[src/verilog/rtccal_pkg.sv]
// Constants shared by the calendar, trim and alarm register block
package rtccal_pkg;
  // ****************************************
  // Register offsets
  // ****************************************
  localparam logic [3:0] ADR_WEEKDAY = 4'h3;
  localparam logic [3:0] ADR_DATE = 4'h4;
  localparam logic [3:0] ADR_MONTH = 4'h5;
  localparam logic [3:0] ADR_YEAR = 4'h6;
  localparam logic [3:0] ADR_TRIM = 4'h7;
  localparam logic [3:0] ADR_WAMIN = 4'h8;
  localparam logic [3:0] ADR_WAHOUR = 4'h9;
  // ****************************************
  // Field positions
  // ****************************************
  localparam int WEEKDAY_MSB = 2;
  localparam int DATE_MSB = 5;
  localparam int MONTH_MSB = 4;
  localparam int CENTURY_BIT = 7;
  localparam int TRIM_DIR_BIT = 6;
  localparam int TRIM_MAG_MSB = 5;
  localparam int WAMIN_MSB = 6;
  localparam int WAHOUR_MSB = 5;
  localparam int WAHOUR_PM_BIT = 5;
  // ****************************************
  // Reset values
  // ****************************************
  localparam logic [2:0] RST_WEEKDAY = 3'h0;
  localparam logic [5:0] RST_DATE = 6'h01;
  localparam logic [4:0] RST_MONTH = 5'h01;
  localparam logic [7:0] RST_YEAR = 8'h00;
  localparam logic RST_CENTURY = 1'b0;
  localparam logic [6:0] RST_TRIM = 7'h00;
  localparam logic [6:0] RST_WAMIN = 7'h00;
  localparam logic [5:0] RST_WAHOUR = 6'h00;
  // ****************************************
  // Timing counts
  // ****************************************
  localparam logic [15:0] SEC_CYCLES = 16'h8000;
endpackage : rtccal_pkg

[src/verilog/rtccal_trim_if.sv]
// Carrier between the register block and the second prescaler
`timescale 1ns/100ps
`default_nettype none
interface rtccal_trim_if;
  logic osc_tick;
  logic trim_dir;
  logic [5:0] trim_mag;
  logic apply;
  logic sec_tick;
  modport ctl (
    output osc_tick,
    output trim_dir,
    output trim_mag,
    output apply,
    input sec_tick
  );
  modport trim (
    input osc_tick,
    input trim_dir,
    input trim_mag,
    input apply,
    output sec_tick
  );
endinterface : rtccal_trim_if
`default_nettype wire

[src/verilog/rtccal_sync.sv]
// Two-stage synchroniser with rising edge pulse
`timescale 1ns/100ps
`default_nettype none
module rtccal_sync (
  input wire logic clk,
  input wire logic rst,
  input wire logic pin_in,
  output logic rise
);
  typedef struct packed {
    logic s1;
    logic s2;
    logic s3;
  } rtccal_sync_st_t;
  rtccal_sync_st_t st_ff;
  rtccal_sync_st_t nxt_st;
  // Edge detect reads the second and third stages
  always_comb
  begin
    nxt_st = st_ff;
    nxt_st.s1 = pin_in;
    nxt_st.s2 = st_ff.s1;
    nxt_st.s3 = st_ff.s2;
  end
  always_ff @(posedge clk or posedge rst)
  begin
    if (rst)
      st_ff <= '0;
    else
      st_ff <= nxt_st;
  end
  assign rise = st_ff.s2 & ~st_ff.s3;
endmodule : rtccal_sync
`default_nettype wire

[src/verilog/rtccal_trim.sv]
// Second prescaler with time-count trimming
`timescale 1ns/100ps
`default_nettype none
module rtccal_trim
  import rtccal_pkg::*;
(
  input wire logic clk,
  input wire logic rst,
  rtccal_trim_if.trim tif
);
  typedef struct packed {
    logic [15:0] cnt;
    logic tick;
  } rtccal_trim_st_t;
  rtccal_trim_st_t st_ff;
  rtccal_trim_st_t nxt_st;
  logic [15:0] limit;
  // Period length; only the count is bent, the oscillator is untouched
  always_comb
  begin
    limit = SEC_CYCLES;
    if (tif.apply && (tif.trim_mag != 6'h00))
    begin
      if (!tif.trim_dir)
        limit = SEC_CYCLES + {9'h000, 6'(tif.trim_mag - 6'h01), 1'b0};
      else
        limit = SEC_CYCLES - {9'h000, 6'(~tif.trim_mag + 6'h01), 1'b0};
    end
  end
  // Count oscillator edges, pulse once per trimmed second
  always_comb
  begin
    nxt_st = st_ff;
    nxt_st.tick = 1'b0;
    if (tif.osc_tick)
    begin
      if (st_ff.cnt == 16'(limit - 16'h0001))
      begin
        nxt_st.cnt = 16'h0000;
        nxt_st.tick = 1'b1;
      end
      else
        nxt_st.cnt = 16'(st_ff.cnt + 16'h0001);
    end
  end
  always_ff @(posedge clk or posedge rst)
  begin
    if (rst)
      st_ff <= '0;
    else
      st_ff <= nxt_st;
  end
  assign tif.sec_tick = st_ff.tick;
  AST_SEC_PERIOD: assert property (@(posedge clk) disable iff (rst)
    tif.osc_tick && (st_ff.cnt == 16'(limit - 16'h0001)) |=> tif.sec_tick)
    else $error("second pulse missing at end of period");
endmodule : rtccal_trim
`default_nettype wire

[src/verilog/rtccal_top.sv]
// Calendar counters, trim register and weekly alarm registers
// ****************************************
// ****************************************
`timescale 1ns/100ps
`default_nettype none
module rtccal_top
  import rtccal_pkg::*;
(
  input wire logic clk,
  input wire logic rst,
  input wire logic osc_pin,
  input wire logic power_on_flag,
  input wire logic day_carry,
  input wire logic [7:0] sec_value,
  input wire logic [3:0] reg_addr,
  input wire logic reg_wr,
  input wire logic reg_rd,
  input wire logic [7:0] reg_wdata,
  output logic [7:0] reg_rdata,
  output logic sec_tick,
  output logic [2:0] weekday,
  output logic [6:0] walarm_min,
  output logic [5:0] walarm_hour
);
  // ****************************************
  // State and helpers
  // ****************************************
  typedef struct packed {
    logic [2:0] wd;
    logic [5:0] date;
    logic cent;
    logic [4:0] mon;
    logic [7:0] yr;
    logic [6:0] trim;
    logic [6:0] wamin;
    logic [5:0] wahour;
    logic skip;
    logic [7:0] rdata;
  } rtccal_top_st_t;

  rtccal_top_st_t st_ff;
  rtccal_top_st_t nxt_st;
  rtccal_trim_if tif ();

  logic wr_wd;
  logic wr_date;
  logic wr_mon;
  logic wr_yr;
  logic wr_trim;
  logic wr_wamin;
  logic wr_wahour;
  logic leap;
  logic [7:0] last_day;
  logic date_carry;
  logic mon_carry;
  logic yr_carry;
  logic trim_slot;
  logic [7:0] rd_mux;

  // BCD increment of a packed two-digit value
  function automatic logic [7:0] bcd_inc(input logic [7:0] v);
    logic [7:0] r;
    r = v;
    if (v[3:0] == 4'h9)
      r = {4'(v[7:4] + 4'h1), 4'h0};
    else
      r = {v[7:4], 4'(v[3:0] + 4'h1)};
    return r;
  endfunction : bcd_inc

  // ****************************************
  // Oscillator edge and second prescaler
  // ****************************************

  // Oscillator pin is asynchronous to clk, so it is synchronised first
  rtccal_sync u_osc_sync (
    .clk(clk),
    .rst(rst),
    .pin_in(osc_pin),
    .rise(tif.osc_tick)
  );

  rtccal_trim u_trim (
    .clk(clk),
    .rst(rst),
    .tif(tif.trim)
  );

  // Trim window at 00, 20 and 40 seconds unless written this second
  assign trim_slot = (sec_value == 8'h00) || (sec_value == 8'h20) ||
                     (sec_value == 8'h40);
  assign tif.apply = trim_slot && !st_ff.skip && !wr_trim;
  assign tif.trim_dir = st_ff.trim[TRIM_DIR_BIT];
  assign tif.trim_mag = st_ff.trim[TRIM_MAG_MSB:0];

  // ****************************************
  // Write decode
  // ****************************************

  // One strobe per register
  assign wr_wd = reg_wr && (reg_addr == ADR_WEEKDAY);
  assign wr_date = reg_wr && (reg_addr == ADR_DATE);
  assign wr_mon = reg_wr && (reg_addr == ADR_MONTH);
  assign wr_yr = reg_wr && (reg_addr == ADR_YEAR);
  assign wr_trim = reg_wr && (reg_addr == ADR_TRIM);
  assign wr_wamin = reg_wr && (reg_addr == ADR_WAMIN);
  assign wr_wahour = reg_wr && (reg_addr == ADR_WAHOUR);

  // ****************************************
  // Calendar carry chain
  // ****************************************

  // Leap when BCD year is a multiple of four, year 00 included
  always_comb
  begin
    if (st_ff.yr[4])
      leap = (st_ff.yr[3:0] == 4'h2) || (st_ff.yr[3:0] == 4'h6);
    else
      leap = (st_ff.yr[3:0] == 4'h0) || (st_ff.yr[3:0] == 4'h4) ||
             (st_ff.yr[3:0] == 4'h8);
  end

  // Month length table
  always_comb
  begin
    case (st_ff.mon)
      5'h02: last_day = leap ? 8'h29 : 8'h28;
      5'h04: last_day = 8'h30;
      5'h06: last_day = 8'h30;
      5'h09: last_day = 8'h30;
      5'h11: last_day = 8'h30;
      default: last_day = 8'h31;
    endcase
  end

  // Carries ripple through in the same cycle as the day carry
  assign date_carry = day_carry && ({2'b00, st_ff.date} == last_day);
  assign mon_carry = date_carry && (st_ff.mon == 5'h12);
  assign yr_carry = mon_carry && (st_ff.yr == 8'h99);

  // ****************************************
  // Next state
  // ****************************************

  // Host writes win over a carry landing in the same cycle; values that
  // do not exist are accepted as written and may count oddly afterwards
  always_comb
  begin
    nxt_st = st_ff;
    // Weekday, modulo seven
    if (wr_wd)
      nxt_st.wd = reg_wdata[WEEKDAY_MSB:0];
    else if (day_carry)
    begin
      if (st_ff.wd >= 3'h6)
        nxt_st.wd = 3'h0;
      else
        nxt_st.wd = 3'(st_ff.wd + 3'h1);
    end
    // Date
    if (wr_date)
      nxt_st.date = reg_wdata[DATE_MSB:0];
    else if (date_carry)
      nxt_st.date = 6'h01;
    else if (day_carry)
      nxt_st.date = 6'(bcd_inc({2'b00, st_ff.date}));
    // Month and century flag
    if (wr_mon)
    begin
      nxt_st.mon = reg_wdata[MONTH_MSB:0];
      nxt_st.cent = reg_wdata[CENTURY_BIT];
    end
    else
    begin
      if (mon_carry)
        nxt_st.mon = 5'h01;
      else if (date_carry)
        nxt_st.mon = 5'(bcd_inc({3'b000, st_ff.mon}));
      if (yr_carry)
        nxt_st.cent = ~st_ff.cent;
    end
    // Year
    if (wr_yr)
      nxt_st.yr = reg_wdata;
    else if (yr_carry)
      nxt_st.yr = 8'h00;
    else if (mon_carry)
      nxt_st.yr = bcd_inc(st_ff.yr);
    // Trim; top bit is never stored, power-on clear beats a write
    if (power_on_flag)
      nxt_st.trim = RST_TRIM;
    else if (wr_trim)
      nxt_st.trim = reg_wdata[6:0];
    // Skip marker: a write in the same cycle as the tick still counts
    if (wr_trim)
      nxt_st.skip = 1'b1;
    else if (tif.sec_tick)
      nxt_st.skip = 1'b0;
    // Weekly alarm minute and hour kept as written
    if (wr_wamin)
      nxt_st.wamin = reg_wdata[WAMIN_MSB:0];
    if (wr_wahour)
      nxt_st.wahour = reg_wdata[WAHOUR_MSB:0];
    // Read data captured on the read strobe
    if (reg_rd)
      nxt_st.rdata = rd_mux;
  end

  // ****************************************
  // Read mux
  // ****************************************

  // Unused and unmapped bits read as zero
  always_comb
  begin
    case (reg_addr)
      ADR_WEEKDAY: rd_mux = {5'h00, st_ff.wd};
      ADR_DATE: rd_mux = {2'b00, st_ff.date};
      ADR_MONTH: rd_mux = {st_ff.cent, 2'b00, st_ff.mon};
      ADR_YEAR: rd_mux = st_ff.yr;
      ADR_TRIM: rd_mux = {1'b0, st_ff.trim};
      ADR_WAMIN: rd_mux = {1'b0, st_ff.wamin};
      ADR_WAHOUR: rd_mux = {2'b00, st_ff.wahour};
      default: rd_mux = 8'h00;
    endcase
  end

  // ****************************************
  // State register
  // ****************************************

  // Calendar comes up as day 0, 01-01-00, century 0
  always_ff @(posedge clk or posedge rst)
  begin
    if (rst)
    begin
      st_ff.wd <= RST_WEEKDAY;
      st_ff.date <= RST_DATE;
      st_ff.cent <= RST_CENTURY;
      st_ff.mon <= RST_MONTH;
      st_ff.yr <= RST_YEAR;
      st_ff.trim <= RST_TRIM;
      st_ff.wamin <= RST_WAMIN;
      st_ff.wahour <= RST_WAHOUR;
      st_ff.skip <= 1'b0;
      st_ff.rdata <= 8'h00;
    end
    else
      st_ff <= nxt_st;
  end

  // ****************************************
  // Outputs
  // ****************************************

  // Registered values feed the alarm comparator outside
  assign reg_rdata = st_ff.rdata;
  assign sec_tick = tif.sec_tick;
  assign weekday = st_ff.wd;
  assign walarm_min = st_ff.wamin;
  assign walarm_hour = st_ff.wahour;

  // ****************************************
  // Assertions
  // ****************************************

  AST_WEEKDAY_STEP: assert property (@(posedge clk) disable iff (rst)
    day_carry && !wr_wd && (st_ff.wd < 3'h6) |=>
    st_ff.wd == 3'($past(st_ff.wd) + 3'h1))
    else $error("weekday did not advance on day carry");

  AST_WEEKDAY_WRAP: assert property (@(posedge clk) disable iff (rst)
    day_carry && !wr_wd && (st_ff.wd == 3'h6) |=> st_ff.wd == 3'h0)
    else $error("weekday did not wrap after code six");

  AST_FEB_LEAP: assert property (@(posedge clk) disable iff (rst)
    day_carry && !reg_wr && leap && (st_ff.mon == 5'h02) &&
    (st_ff.date == 6'h28) |=> (st_ff.date == 6'h29) && (st_ff.mon == 5'h02))
    else $error("leap February ended at 28");

  AST_DATE_WRAP: assert property (@(posedge clk) disable iff (rst)
    day_carry && !reg_wr && ({2'b00, st_ff.date} == last_day) |=>
    (st_ff.date == 6'h01) && (st_ff.mon != $past(st_ff.mon)))
    else $error("date wrap did not carry into month");

  AST_MONTH_WRAP: assert property (@(posedge clk) disable iff (rst)
    mon_carry && !reg_wr && (st_ff.yr != 8'h99) |=>
    (st_ff.mon == 5'h01) && (st_ff.yr == bcd_inc($past(st_ff.yr))))
    else $error("december wrap did not step the year");

  AST_CENTURY: assert property (@(posedge clk) disable iff (rst)
    yr_carry && !reg_wr |=>
    (st_ff.yr == 8'h00) && (st_ff.cent != $past(st_ff.cent)))
    else $error("century flag not toggled at year wrap");

  AST_TRIM_CLEAR: assert property (@(posedge clk) disable iff (rst)
    power_on_flag |=> (st_ff.trim == 7'h00) && (reg_rdata[7] == 1'b0))
    else $error("trim not cleared by power-on flag");

  AST_TRIM_SKIP: assert property (@(posedge clk) disable iff (rst)
    wr_trim |=> !tif.apply)
    else $error("trim applied in the second it was written");

  AST_SKIP_HOLD: assert property (@(posedge clk) disable iff (rst)
    st_ff.skip && !tif.sec_tick |=> !tif.apply)
    else $error("trim applied before the written second ended");

  AST_TRIM_SLOT: assert property (@(posedge clk) disable iff (rst)
    !trim_slot |-> !tif.apply)
    else $error("trim applied outside seconds 00, 20 and 40");

  AST_TRIM_WRITE: assert property (@(posedge clk) disable iff (rst)
    wr_trim && !power_on_flag |=> st_ff.trim == 7'($past(reg_wdata)))
    else $error("trim write not stored as written");

  AST_RESERVED_READ: assert property (@(posedge clk) disable iff (rst)
    reg_rd && (reg_addr == ADR_WEEKDAY) |=> reg_rdata[7:3] == 5'h00)
    else $error("reserved weekday bits read non-zero");
endmodule : rtccal_top
`default_nettype wire

[config.mk]
export PLATFORM = sky130hd
export DESIGN_NAME = rtccal_top
export DESIGN_NICKNAME = d
export VERILOG_FILES = /design/src/verilog/rtccal_pkg.sv /design/src/verilog/rtccal_trim_if.sv /design/src/verilog/rtccal_sync.sv /design/src/verilog/rtccal_trim.sv /design/src/verilog/rtccal_top.sv
export SDC_FILE = /design/constraint.sdc
export NUM_CORES = 1
export LEC_CHECK = 0
export BUFFER_PORTS_ARGS = -buffer_cell sky130_fd_sc_hd__buf_2
export CORE_MARGIN = 2
export CORE_UTILIZATION = 38
export CTS_BUF_LIST = sky130_fd_sc_hd__clkbuf_16
export DETAILED_ROUTE_END_ITERATION = 7
export SETUP_SLACK_MARGIN = 0.2
export SYNTH_ARGS = -nofsm -noshare
export SYNTH_HDL_FRONTEND = slang
export SYNTH_SLANG_ARGS = --single-unit
[constraint.sdc]
create_clock -name clk -period 4.65 [get_ports clk]
set_clock_uncertainty 0.15 [all_clocks]
set_input_delay 0.2325 -clock clk [delete_from_list [all_inputs] [get_ports clk]]
set_output_delay 0.2325 -clock clk [all_outputs]
set_load 0.01 [all_outputs]
==> impl_results.md, run 1 <==
* Status: finished, final reports clean
* Data arrival time of the worst path at roughly 4200 ps
* Pwr dens at 438 nW/um2
* GR met1 Demand/Resource at 0.250
* Worst reg2reg setup slack at roughly 560 ps
* Crit. End Element: register
* Total Neg Setup Slack at 0 ps
* Number of antenna violations at the first check in global routing at 0
* Crit path time final at roughly 4100 ps
* Cell-by-cell trace of the critical path: inv_1 -> ha_1 -> inv_1 -> o32ai_1 -> nor2_2 -> nand2_1 -> ha_1 -> xnor2_1 -> nand2_1 -> nor2_1 -> o211ai_1 -> a31oi_1 -> o2111ai_1 -> nor4_4 -> buf_4 -> a21oi_1
* Die Span X at 122 um
* Worst setup slack after placement at approximately 410 ps
* Class of the most critical hold timing path: in -> reg
* Type of the worst setup path: reg -> reg
* Ys async rst share at 1.00
* Count of distinct cell types in the synthesized netlist at 73
* Highest net fanout along the worst path at 16
* Origin of the critical flop-to-flop path: st_ff[22]$_DFFE_PP0P_
* Number of I/O pins at 52
* Met2 track demand over resource at 0.340
* Number of max-capacitance violations reported at 0
* TritonCTS clock tree: yes
* Synth-to-layout area growth at 10.1%
* DR DRC count at 0
* Mean post-synth cell area at approximately 8.5 um2
* Count of input and output buffers at between 50 and 60
* Final HPWL from detailed placement at ~11 mm
* Number of endpoints with negative hold slack in the final report at 0
* Relative slew slack at 0.436
* Critical Path Start: st_ff[22]$_DFFE_PP0P_
* Share of final-layout standard cells stronger than drive strength 1 at 0.187
* Ys flop type: dfrtp_1
* Met3 Use GR at 0.0297
* First-pass GRT wire length at 23.5 mm
* CP required at approximately 4700 ps
* Minimum hold slack at about 27 ps
* Clock latency on the worst-skew pair at around 360 ps
* Highest ir drop seen on vdd at ~0.00023 V
* Synthesized instance count at 626
* Sum of internal, switching and leakage power at ~2.6 mW
* Master cell of the clock root buffer: clkbuf_16
* Longest individual stage delay on the worst path at 540 ps
* Placeable core area at 13800 um2
* CTS clk-pin slew, worst paths at about 70 ps
* Total of flip-flops plus latches after synthesis at 72
* DRC marker count from the first detailed-route iteration at between 300 and 400
* Via total after detailed routing at roughly 4800
* Unrepaired setup endpoints after global routing: false
* Capture point of the worst path: u_trim.st_ff[5]$_DFFE_PP0P_
* Number of nets produced by synthesis at roughly 660
* Post-detailed-route wirelength per cell at between 15 and 20 um
* Effective utilization at floorplan at 0.387
* Total CTS buffers at 9
* # nets final at 674
* Proportion of synthesized chip area in sequential cells at 0.339
* Fin worst setup slack at 560 ps
* Number of warnings printed during yosys synthesis at 0
* Total standard cell area after synthesis at ~5300 um2
* Busiest metal layer after global routing: met2
* # H-tree levels at 3
* Period Utilization, post-route at 0.880
* Maximum clock path buffer count at 2
* Via-per-instance ratio at 5.82
* Crit path buf inv count at 3
* Peak Freq at roughly 240 MHz
* Number of nets with antenna violations after routing at 0
* Core Rows at 43
* Top cell family by delay on the critical path: compound AO/OA/AOI/OAI gates
* Remaining Overflow, GRT at 0
* Final setup violation count at 0
* Number of sinks on the clock net at a little over 70
* Post-Route WL at roughly 15 mm
* Total GRT Usage at 0.201
* Kind of launch point of the worst setup path: register
* Leakage power summed over all cells at about 2.3 nW
* Post-synth EDFFs at 0
* Count of cell instances traversed by the critical path at 16
* FF-to-FF End: u_trim.st_ff[5]$_DFFE_PP0P_
* Number of fill cells at 1428
* Weighted congestion at the end of routability-driven global placement at 0.902
* Max-slew violation count at 0
* Pin count of the biggest net entering global routing at 45
* Vias in the first global route at 4570
* Number of cells on the worst reg-to-reg path at 16
* Total Die Area at between 10000 and 15000 um2
* Ant diodes at 0
* Highest-delay cell along the critical path: dfrtp_1
* Number of detailed-routing iterations run before antenna repair at 5
* Tightest Pin Transition at ~840 ps
* Die H at 122 um
-- sequential cells by signal (all words and copies together), names as in the netlist --
| name | cells |
|---|---|
| st_ff | 28 |
| u_trim.st_ff | 16 |
| reg_rdata | 8 |
| walarm_min | 7 |
| walarm_hour | 6 |
| weekday | 3 |
| u_osc_sync.nxt_st | 2 |
| u_osc_sync.st_ff | 1 |
| u_trim.tif.sec_tick | 1 |
-- synthesized netlist by cell type, drive strengths merged, types with 10 or more instances --
library cell  number  share of area
nor2              41          0.029
a22oi             13          0.018
nor3              14          0.013
a31oi             10          0.013
a21oi             47          0.051
o21ai             33          0.031
inv               25          0.018
dfrtp             70           0.33
nand3             20          0.019
nand2             71          0.050
xor2              12          0.020
nor2b             12          0.014
or3               11          0.015
xnor2             20          0.033
o22ai             12          0.014
nand4             16          0.019
clkbuf            21          0.015
buf               40          0.050
mux2              17          0.036
mux2i             13          0.024
-- what timing repair did --
action                     4_1_cts  5_1_grt
setup endpoints to repair        0       16
gates resized for setup          0        1
hold endpoints to repair        36        0
setup buffers                    0        0
hold buffers                     5        0
-- power breakdown --
group	internal [mW]	switching, mW	total [mW]	leakage (nW)
Sequential	0.789	0.267	1.06	0.860
Clock	0.422	0.308	0.729	0.148
Combinational	0.347	0.433	0.781	1.32
Total	1.56	1.01	2.57	2.32
-- logic make-up after synthesis --
group,count (synthesis),synth area share
flip-flops,72,0.339
buffers and inverters,87,0.0834
AO/OA/AOI/OAI,160,0.212
AND/OR/NAND/NOR,236,0.232
XOR/XNOR,32,0.0526
multiplexers,30,0.0603
adder cells (fa/ha/maj),9,0.0211
-- layer usage --
metal / wire length (um) / share of wire / vias to the layer above
met5: 0 / 0 / -
met4: 431 / 0.029 / 0
met3: 598 / 0.041 / 33
met2: 7210 / 0.49 / 122
met1: 6420 / 0.44 / 2347
li1: - / - / 2286
-- worst min path at each step --
stage	startpoint	endpoint	slack (ps)	cells after the start
2_1_floorplan	osc_pin	u_osc_sync.nxt_st[1]$_DFF_PP0_	110	0
3_3_place_gp	u_osc_sync.nxt_st[1]$_DFF_PP0_	u_osc_sync.nxt_st[0]$_DFF_PP0_	180	0
3_5_place_dp	u_osc_sync.nxt_st[1]$_DFF_PP0_	u_osc_sync.nxt_st[0]$_DFF_PP0_	190	0
4_1_cts	reg_wdata[6]	walarm_min[6]$_DFFE_PP0P_	30	2
5_1_grt	reg_wdata[6]	walarm_min[6]$_DFFE_PP0P_	50	2
6_report	reg_wdata[6]	walarm_min[6]$_DFFE_PP0P_	30	2
-- layout make-up --
type,count,area (um2),area share
clock inverter,7,80.1,0.0137
timing repair buffer,62,350,0.0597
tap,180,225,0.0384
inverter,26,97.6,0.0166
clock buffer,9,225,0.0384
sequential,72,1800,0.308
multi-input combinational,467,3080,0.526
-- metrics by stage --
step            util  std cells  area (um2)
2_1_floorplan      -        626        5330
3_3_place_gp   0.400        802        5510
3_5_place_dp   0.400        802        5510
4_1_cts        0.426        823        5860
5_1_grt        0.426        823        5870
6_report       0.426        823        5870
-- cells in the final DEF (no fill, tap or decap), types with 6 or more instances in the layout --
master,synthesis,routed
xor2_1,12,12
buf_2,10,51
mux2i_1,13,13
nor3_1,14,14
xnor2_1,20,20
nor2b_1,12,12
or3_1,9,9
o22ai_1,12,12
nand3_1,20,20
a21oi_2,10,10
dfrtp_1,70,70
inv_1,25,24
a31oi_1,9,9
nand3b_1,6,6
ha_1,9,9
nand2_1,71,71
mux2_2,17,17
nand4_1,16,16
a22oi_1,13,13
buf_4,24,6
clkbuf_16,0,9
o21ai_0,29,29
a21oi_1,37,37
nor2_1,41,40
and2_1,8,8
Note: power is estimated with default switching activity, not from simulation.
==> run 2, diff against run 1 <==
- ABC_AREA: default -> 1
==> run 2 against run 1 <==
Via count shrank 8.1%. Register-to-register slack improved by 270 ps. First-iteration DRC count decreased by 37%. Cell count up 3.8%. Die area decreased by 6.9%. Fmax rose by 7.2%. Critical path depth grew 6. Clock-buffer cell count is the same. Cell area down 6.1%. Routed wire length down 15%. Synthesized cell count is 2.2% higher.
==> impl_results.md, run 2 <==
* Most common library cell in the layout ignoring fill and taps: nand2_1
* Pin count of the biggest net entering global routing at 41 (-8.9%)
* Number of cells upsized or downsized after cts at 0 (unchanged)
* Post-synth EDFFs at 0 (unchanged)
* Post-Route WL at 12.5 mm (-15%)
* CP required at 4690 ps (-40 ps)
* Number of endpoints with negative hold slack in the final report at 0 (unchanged)
* Period Utilization, post-route at 0.821 (-0.0587)
* Number of nets produced by synthesis at 676 (+2.1%)
* Remaining Overflow, GRT at 0 (unchanged)
* Core Rows at 41 (-4.7%)
* First-pass GRT wire length at 21.1 mm (-10%)
* Tightest Pin Transition at 875 ps (+35.6 ps)
* Total standard cell area after synthesis at 4950 um2 (-7.1%)
* Pwr dens at 439 nW/um2 (+0.42%)
* Longest individual stage delay on the worst path at 560 ps (+20 ps)
* Maximum clock path buffer count at 2 (unchanged)
* Top cells by count, synth: nand2_1, inv_1, dfrtp_1
* Proportion of synthesized chip area in sequential cells at 0.364 (+0.0258)
* Most frequent cell on the critical path: nand2_1
* DRC marker count from the first detailed-route iteration at 252 (-37%)
* Synth-to-layout area growth at 11.2%
* Relative slew slack at 0.416 (-0.0203)
* Count of distinct cell types in the synthesized netlist at 41 (-44%)
* Unrepaired setup endpoints after global routing: false
* Effective utilization at floorplan at 0.391 (+0.00384)
* Synthesized instance count at 640 (+2.2%)
* Via total after detailed routing at 4401 (-8.1%)
* Die Span X at 118 um (-3.5%)
* Number of sinks on the clock net at 72 (unchanged)
* Area share of the largest cell type after synthesis at 0.354 (+0.0251)
* Vias in the first global route at 4401 (-3.7%)
* Top register by number of flip-flops: st_ff
* Post-detailed-route wirelength per cell at 14.6 um (-18%)
* Post-CTS Setup Bufs at 0 (unchanged)
* Highest net fanout along the worst path at 15 (-1)
* Kind of launch point of the worst setup path: register
* Clock latency on the worst-skew pair at 340 ps (-20 ps)
* Number of max-capacitance violations reported at 0 (unchanged)
* Number of detailed-routing iterations run before antenna repair at 5 (unchanged)
* # nets final at 713 (+5.8%)
* Ys flop type: dfrtp_1
* Status: finished, final reports clean
* Number of warnings printed during yosys synthesis at 0 (unchanged)
* Die H at 118 um (-3.5%)
* Leading cell type by number of instances after synthesis: nand2_1
* Ant diodes at 0 (unchanged)
* Final setup violation count at 0 (unchanged)
* Max FFs per register at 28 (unchanged)
* Hold_buf cts at 3 (-2)
* Max-slew violation count at 0 (unchanged)
* Highest ir drop seen on vdd at 0.000281 V (+25%)
* Crit path time final at 3820 ps (-273 ps)
* Total GRT Usage at 0.187 (-0.0145)
* Data arrival time of the worst path at 3860 ps (-310 ps)
* Minimum hold slack at 68.1 ps (+40.8 ps)
* DR DRC count at 0 (unchanged)
* Leakage power summed over all cells at 2.82 nW (+22%)
* Cell-by-cell trace of the critical path: inv_2 -> ha_1 -> inv_1 -> nor2_2 -> nand2_1 -> nand2_1 -> nand2_2 -> nor3_1 -> ha_1 -> or2_2 -> nand3_2 -> inv_1 -> nor2_4 -> nand2_4 -> nand2_1 -> nand2_1 -> nand2_1 -> nand2_1 -> nor2_2 -> nand3_2 -> nor2_4 -> nor2_1
* CTS clk-pin slew, worst paths at 60 ps (about the same)
* Master cell of the clock root buffer: clkbuf_16
* Total Neg Setup Slack at 0 ps (unchanged)
* Type of the worst setup path: reg -> reg
* Highest-delay cell along the critical path: nor2_4
* Number of nets with antenna violations after routing at 0 (unchanged)
* Total CTS buffers at 9 (unchanged)
* Count of input and output buffers at 51 (unchanged)
* Share of final-layout standard cells stronger than drive strength 1 at 0.182 (-0.00481)
* Peak Freq at 262 MHz (+7.2%)
* Total of flip-flops plus latches after synthesis at 72 (unchanged)
* Class of the most critical hold timing path: in -> reg
* Placeable core area at 12700 um2 (-8.0%)
* Weighted congestion at the end of routability-driven global placement at 0.893 (-0.91%)
* Final HPWL from detailed placement at 9.35 mm (-12%)
* Cell taking the most area after synthesis: dfrtp_1
* Ys async rst share at 1.00 (unchanged)
* Number of I/O pins at 52 (unchanged)
* Mean post-synth cell area at 7.74 um2 (-9.1%)
* # H-tree levels at 3 (unchanged)
* Total Die Area at 14000 um2 (-6.9%)
* Via-per-instance ratio at 5.15 (-11%)
* Commonest cells after routing, fill and taps aside: nand2_1, inv_1, dfrtp_1
* TritonCTS clock tree: yes
* Crit. End Element: register
* Number of antenna violations at the first check in global routing at 0 (unchanged)
* Synth area leaders: dfrtp_1, nand2_1, inv_1
==> run 2: cell types whose count changed in the layout (fill, tap and decap cells not counted), moves of 13 or more <==
cell | before | now
mux2i_1 | 13 | 0
nand2_1 | 71 | 153
nand3_1 | 20 | 49
nor2_4 | 0 | 16
inv_1 | 24 | 80
a22oi_1 | 13 | 0
a21oi_1 | 37 | 8
xnor2_1 | 20 | 5
==> run 2: worst paths after layout <==
path	startpoint	slack (ps)	endpoint	cells after the start
min reg2reg	u_osc_sync.nxt_st[1]$_DFF_PP0_	200	u_osc_sync.nxt_st[0]$_DFF_PP0_	0
max	st_ff[22]$_DFFE_PP0P_	830	u_trim.st_ff[6]$_DFFE_PP0P_	22
min	reg_wdata[7]	70	st_ff[36]$_DFFE_PP0P_	5
min in group asynchronous	rst	480	u_trim.st_ff[4]$_DFFE_PP0P_	3
max in group asynchronous	rst	2910	st_ff[30]$_DFFE_PP0P_	4
max reg2reg	st_ff[22]$_DFFE_PP0P_	830	u_trim.st_ff[6]$_DFFE_PP0P_	22
==> run 2: routing by layer <==
| layer | vias to the layer above | wire (um) | global-route usage |
|---|---|---|---|
| li1 | 2168 | - | - |
| met2 | 141 | 5610 | 0.290 |
| met3 | 21 | 683 | 0.0401 |
| met1 | 2071 | 5960 | 0.255 |
| met5 | - | 0 | 0 |
| met4 | 0 | 216 | 0.0723 |
==> run 2: report_power, final <==
| group | total (mW) | internal, mW | switching (mW) |
|---|---|---|---|
| logic | 0.784 | 0.322 | 0.462 |
| registers | 0.984 | 0.797 | 0.187 |
| clock network | 0.651 | 0.362 | 0.289 |
| total | 2.42 | 1.48 | 0.938 |
==> run 2: worst max-delay path: cells and delay by family (launching register included) <==
kind	cells	cell delay, ps
fa+ha+maj	2	440
flops	1	420
buf+inv	3	280
simple gates	17	2360
==> run 2: layout make-up <==
class	instances	area (um2)
fill	1269	7170
multi-input combinational	452	2590
sequential	72	1800
inverter	87	327
timing repair buffer	55	293
clock buffer	9	225
tap	172	215
clock inverter	7	47.5
==> run 2: logic make-up after synthesis <==
kind of cell    Yosys count  synth area share
simple gates            323             0.329
buf+inv                 116             0.112
compound gates           86             0.109
flops                    72             0.364
xor+xnor                 29            0.0513
fa+ha+maj                 9            0.0227
mux                       5            0.0114
==> run 2: per-stage QoR <==
| stage | instance area, um2 | worst slack [ps] | util | total power, mW | instances |
|---|---|---|---|---|---|
| after detailed placement | 5200 | 926 | 0.411 | 1.76 | 835 |
| final | 5510 | 833 | 0.434 | 2.42 | 854 |
| after CTS | 5510 | 868 | 0.434 | 2.43 | 854 |
| after floorplan | 4950 | 1440 | - | 1.60 | 640 |
| after global placement | 5200 | 1040 | 0.411 | 1.74 | 835 |
| after global routing | 5510 | 482 | 0.434 | 2.59 | 854 |
==> run 3, diff against run 2 <==
- ABC_AREA: 1 -> 0
- clock period: 4.65 -> 3.2 ns (I/O delays scaled with it)
==> run 3 against run 2 <==
The flow now finishes with violations (negative setup slack). Critical path depth down 6. Clock-buffer cell count unchanged. Clock power is 58% higher. Die area is 7.4% higher. Fmax is 17% higher. Combinational power up 68%. Via count increased by 15%. Global-route usage rose by 3.0 points. Highest routed layer unchanged.
==> impl_results.md, run 3 (synthesis results as in run 1) <==
* Master cell of the clock root buffer: clkbuf_16
* Total Neg Setup Slack at -443 ps (-443 ps)
* Number of endpoints with negative hold slack in the final report at 0 (unchanged)
* Number of sinks on the clock net at 72 (unchanged)
* Ant diodes at 0 (unchanged)
* Max FFs per register at 28 (unchanged)
* Effective utilization at floorplan at 0.387 (-0.00384)
* Power spent charging and discharging nets at 1.54 mW (+64%)
* # H-tree levels at 3 (unchanged)
* Weighted congestion at the end of routability-driven global placement at 0.905 (+1.4%)
* Class of the most critical hold timing path: in -> reg
* TritonCTS clock tree: yes
* Leakage power summed over all cells at 2.66 nW (-5.8%)
* Crit path time final at 3260 ps (-560 ps)
* Cell internal power dissipation at 2.35 mW (+59%)
* Share of final-layout standard cells stronger than drive strength 1 at 0.299 (+0.117)
* Most frequent cell on the critical path: buf_4
* Via-per-instance ratio at 5.75 (+11%)
* Final setup violation count at 16 (+16)
* Die Span X at 122 um (+3.6%)
* CTS clk-pin slew, worst paths at 60 ps (about the same)
* Switching share of power at 0.395 (+0.00687)
* DRC marker count from the first detailed-route iteration at 375 (+49%)
* Most common library cell in the layout ignoring fill and taps: dfrtp_1
* Count of input and output buffers at 51 (unchanged)
* Share of total power in the clock network at 0.266 (-0.003)
* Number of fill cells at 1296 (+2.1%)
* Combinational share of power at 0.338 (+0.014)
* Top cell family by delay on the critical path: simple AND/OR/NAND/NOR gates
* Number of antenna violations at the first check in global routing at 0 (unchanged)
* Tightest Pin Transition at 768 ps (-108 ps)
* Unrepaired setup endpoints after global routing: true
* Die H at 122 um (+3.6%)
* Crit. End Element: register
* Clock latency on the worst-skew pair at 350 ps (about the same)
* Total Die Area at 15000 um2 (+7.4%)
* Max-slew violation count at 0 (unchanged)
* Number of I/O pins at 52 (unchanged)
* Peak Freq at 307 MHz (+17%)
* Period Utilization, post-route at 1.02 (+0.197)
* DR DRC count at 0 (unchanged)
* Core Rows at 43 (+4.9%)
* Total CTS buffers at 9 (unchanged)
* Placeable core area at 13800 um2 (+8.7%)
* Synth-to-layout area growth at 24.0%
* Final HPWL from detailed placement at 11.5 mm (+23%)
* # nets final at 734 (+2.9%)
* Highest ir drop seen on vdd at 0.000351 V (+25%)
* Fin worst setup slack at -56.5 ps (-890 ps)
* Minimum hold slack at 7.34 ps (-60.7 ps)
* First-pass GRT wire length at 25.5 mm (+21%)
* Vias in the first global route at 4914 (+12%)
* Post-Route WL at 15.7 mm (+26%)
* Total GRT Usage at 0.217 (+0.0302)
* Violations in the final reports: negative setup slack
* Type of the worst setup path: reg -> reg
* Number of nets with antenna violations after routing at 0 (unchanged)
* Data arrival time of the worst path at 3340 ps (-520 ps)
* Post-detailed-route wirelength per cell at 17.8 um (+22%)
* Number of detailed-routing iterations run before antenna repair at 5 (unchanged)
* Maximum clock path buffer count at 2 (unchanged)
* Pwr dens at 589 nW/um2 (+34%)
* Status: finished, violations left
* CP required at 3290 ps (-1400 ps)
* Crit path buf inv count at 5 (+2)
* Via total after detailed routing at 5073 (+15%)
* Cell-by-cell trace of the critical path: buf_4 -> or3_1 -> a211o_1 -> nor2_2 -> ha_4 -> nor2_4 -> a31oi_4 -> buf_4 -> o41ai_4 -> buf_4 -> nand2_1 -> o211ai_4 -> nor4_4 -> buf_4 -> buf_12 -> and2_1
* Pin count of the biggest net entering global routing at 35 (-15%)
* Relative contribution of sequential cells to total power at 0.396 (-0.011)
* Highest-delay cell along the critical path: dfrtp_1
* Commonest cells after routing, fill and taps aside: dfrtp_1, nand2_1, buf_4
* Top register by number of flip-flops: st_ff
* Longest individual stage delay on the worst path at 380 ps (-180 ps)
* Relative slew slack at 0.487 (+0.0714)
* Remaining Overflow, GRT at 0 (unchanged)
* Number of max-capacitance violations reported at 0 (unchanged)
* Worst setup slack after placement at -97.6 ps (-1020 ps)
* Highest net fanout along the worst path at 8 (-7)
* Kind of launch point of the worst setup path: register
-- run 3: cell types whose count changed in the layout (fill, tap and decap cells not counted), sizes merged, moves of 15 or more --
cell and delta:
xnor2 +15, buf +61, a21oi +39, nand3 -35
nor2 -27, nand2 -94, inv -61
-- run 3: final timing paths --
kind                                             endpoint  cells after the start                           start  slack, ps
setup reg to reg            u_trim.tif.sec_tick$_DFF_PP0_                     16           st_ff[24]$_DFFE_PP0P_        -60
hold / removal                      st_ff[26]$_DFFE_PP0P_                      3                    reg_wdata[4]          7
max in group asynchronous     u_trim.st_ff[6]$_DFFE_PP0P_                      4                             rst       1760
hold reg to reg            u_osc_sync.nxt_st[0]$_DFF_PP0_                      0  u_osc_sync.nxt_st[1]$_DFF_PP0_        210
min in group asynchronous       walarm_min[5]$_DFFE_PP0P_                      3                             rst        330
setup / recovery            u_trim.tif.sec_tick$_DFF_PP0_                     16           st_ff[24]$_DFFE_PP0P_        -60
-- run 3: repair_timing --
item	CTS	global route
buffers inserted	12	4
endpoints found under the setup margin	16	25
hold endpoints to repair	47	0
cloned	1	0
resized for setup	23	12
pin swaps	30	10
hold buffers	8	0
-- run 3: layout make-up --
class                      count  area [um2]  share of cell area
sequential                    72        1810               0.273
clock buffer                   9         225              0.0341
multi-input combinational    467        3310               0.502
timing repair buffer         122         862               0.130
inverter                      26        97.6              0.0148
tap                          180         225              0.0341
clock inverter                 7        77.6              0.0117
-- run 3: power groups by stage --
stage / clock network [mW] / registers [mW] / logic (mW)
3_5_place_dp: 0 / 1.53 / 1.21
3_3_place_gp: 0 / 1.52 / 1.17
4_1_cts: 1.06 / 1.52 / 1.29
2_1_floorplan: 0 / 1.35 / 1.05
6_report: 1.03 / 1.54 / 1.32
5_1_grt: 1.09 / 1.58 / 1.45
-- run 3: per-layer routing --
| layer | GRT usage | vias to the layer above | routed length, um |
|---|---|---|---|
| met4 | 0.0884 | 0 | 274 |
| met1 | 0.294 | 2488 | 7040 |
| met5 | 0 | - | 0 |
| li1 | - | 2403 | - |
| met3 | 0.0344 | 21 | 742 |
| met2 | 0.347 | 161 | 7680 |
-- run 3: tightest hold or removal path, delay by kind of cell --
family | cells | cell delay, ps
buf+inv | 1 | 170
compound gates | 1 | 60
simple gates | 1 | 70
-- run 3: through the flow --
stage | cell area, um2 | util | cells | power [mW]
floorplan | 5410 | - | 626 | 2.39
global placement | 5910 | 0.429 | 842 | 2.69
detailed placement | 5910 | 0.429 | 842 | 2.74
CTS | 6530 | 0.474 | 879 | 3.87
global route | 6610 | 0.480 | 883 | 4.12
finish | 6610 | 0.480 | 883 | 3.89
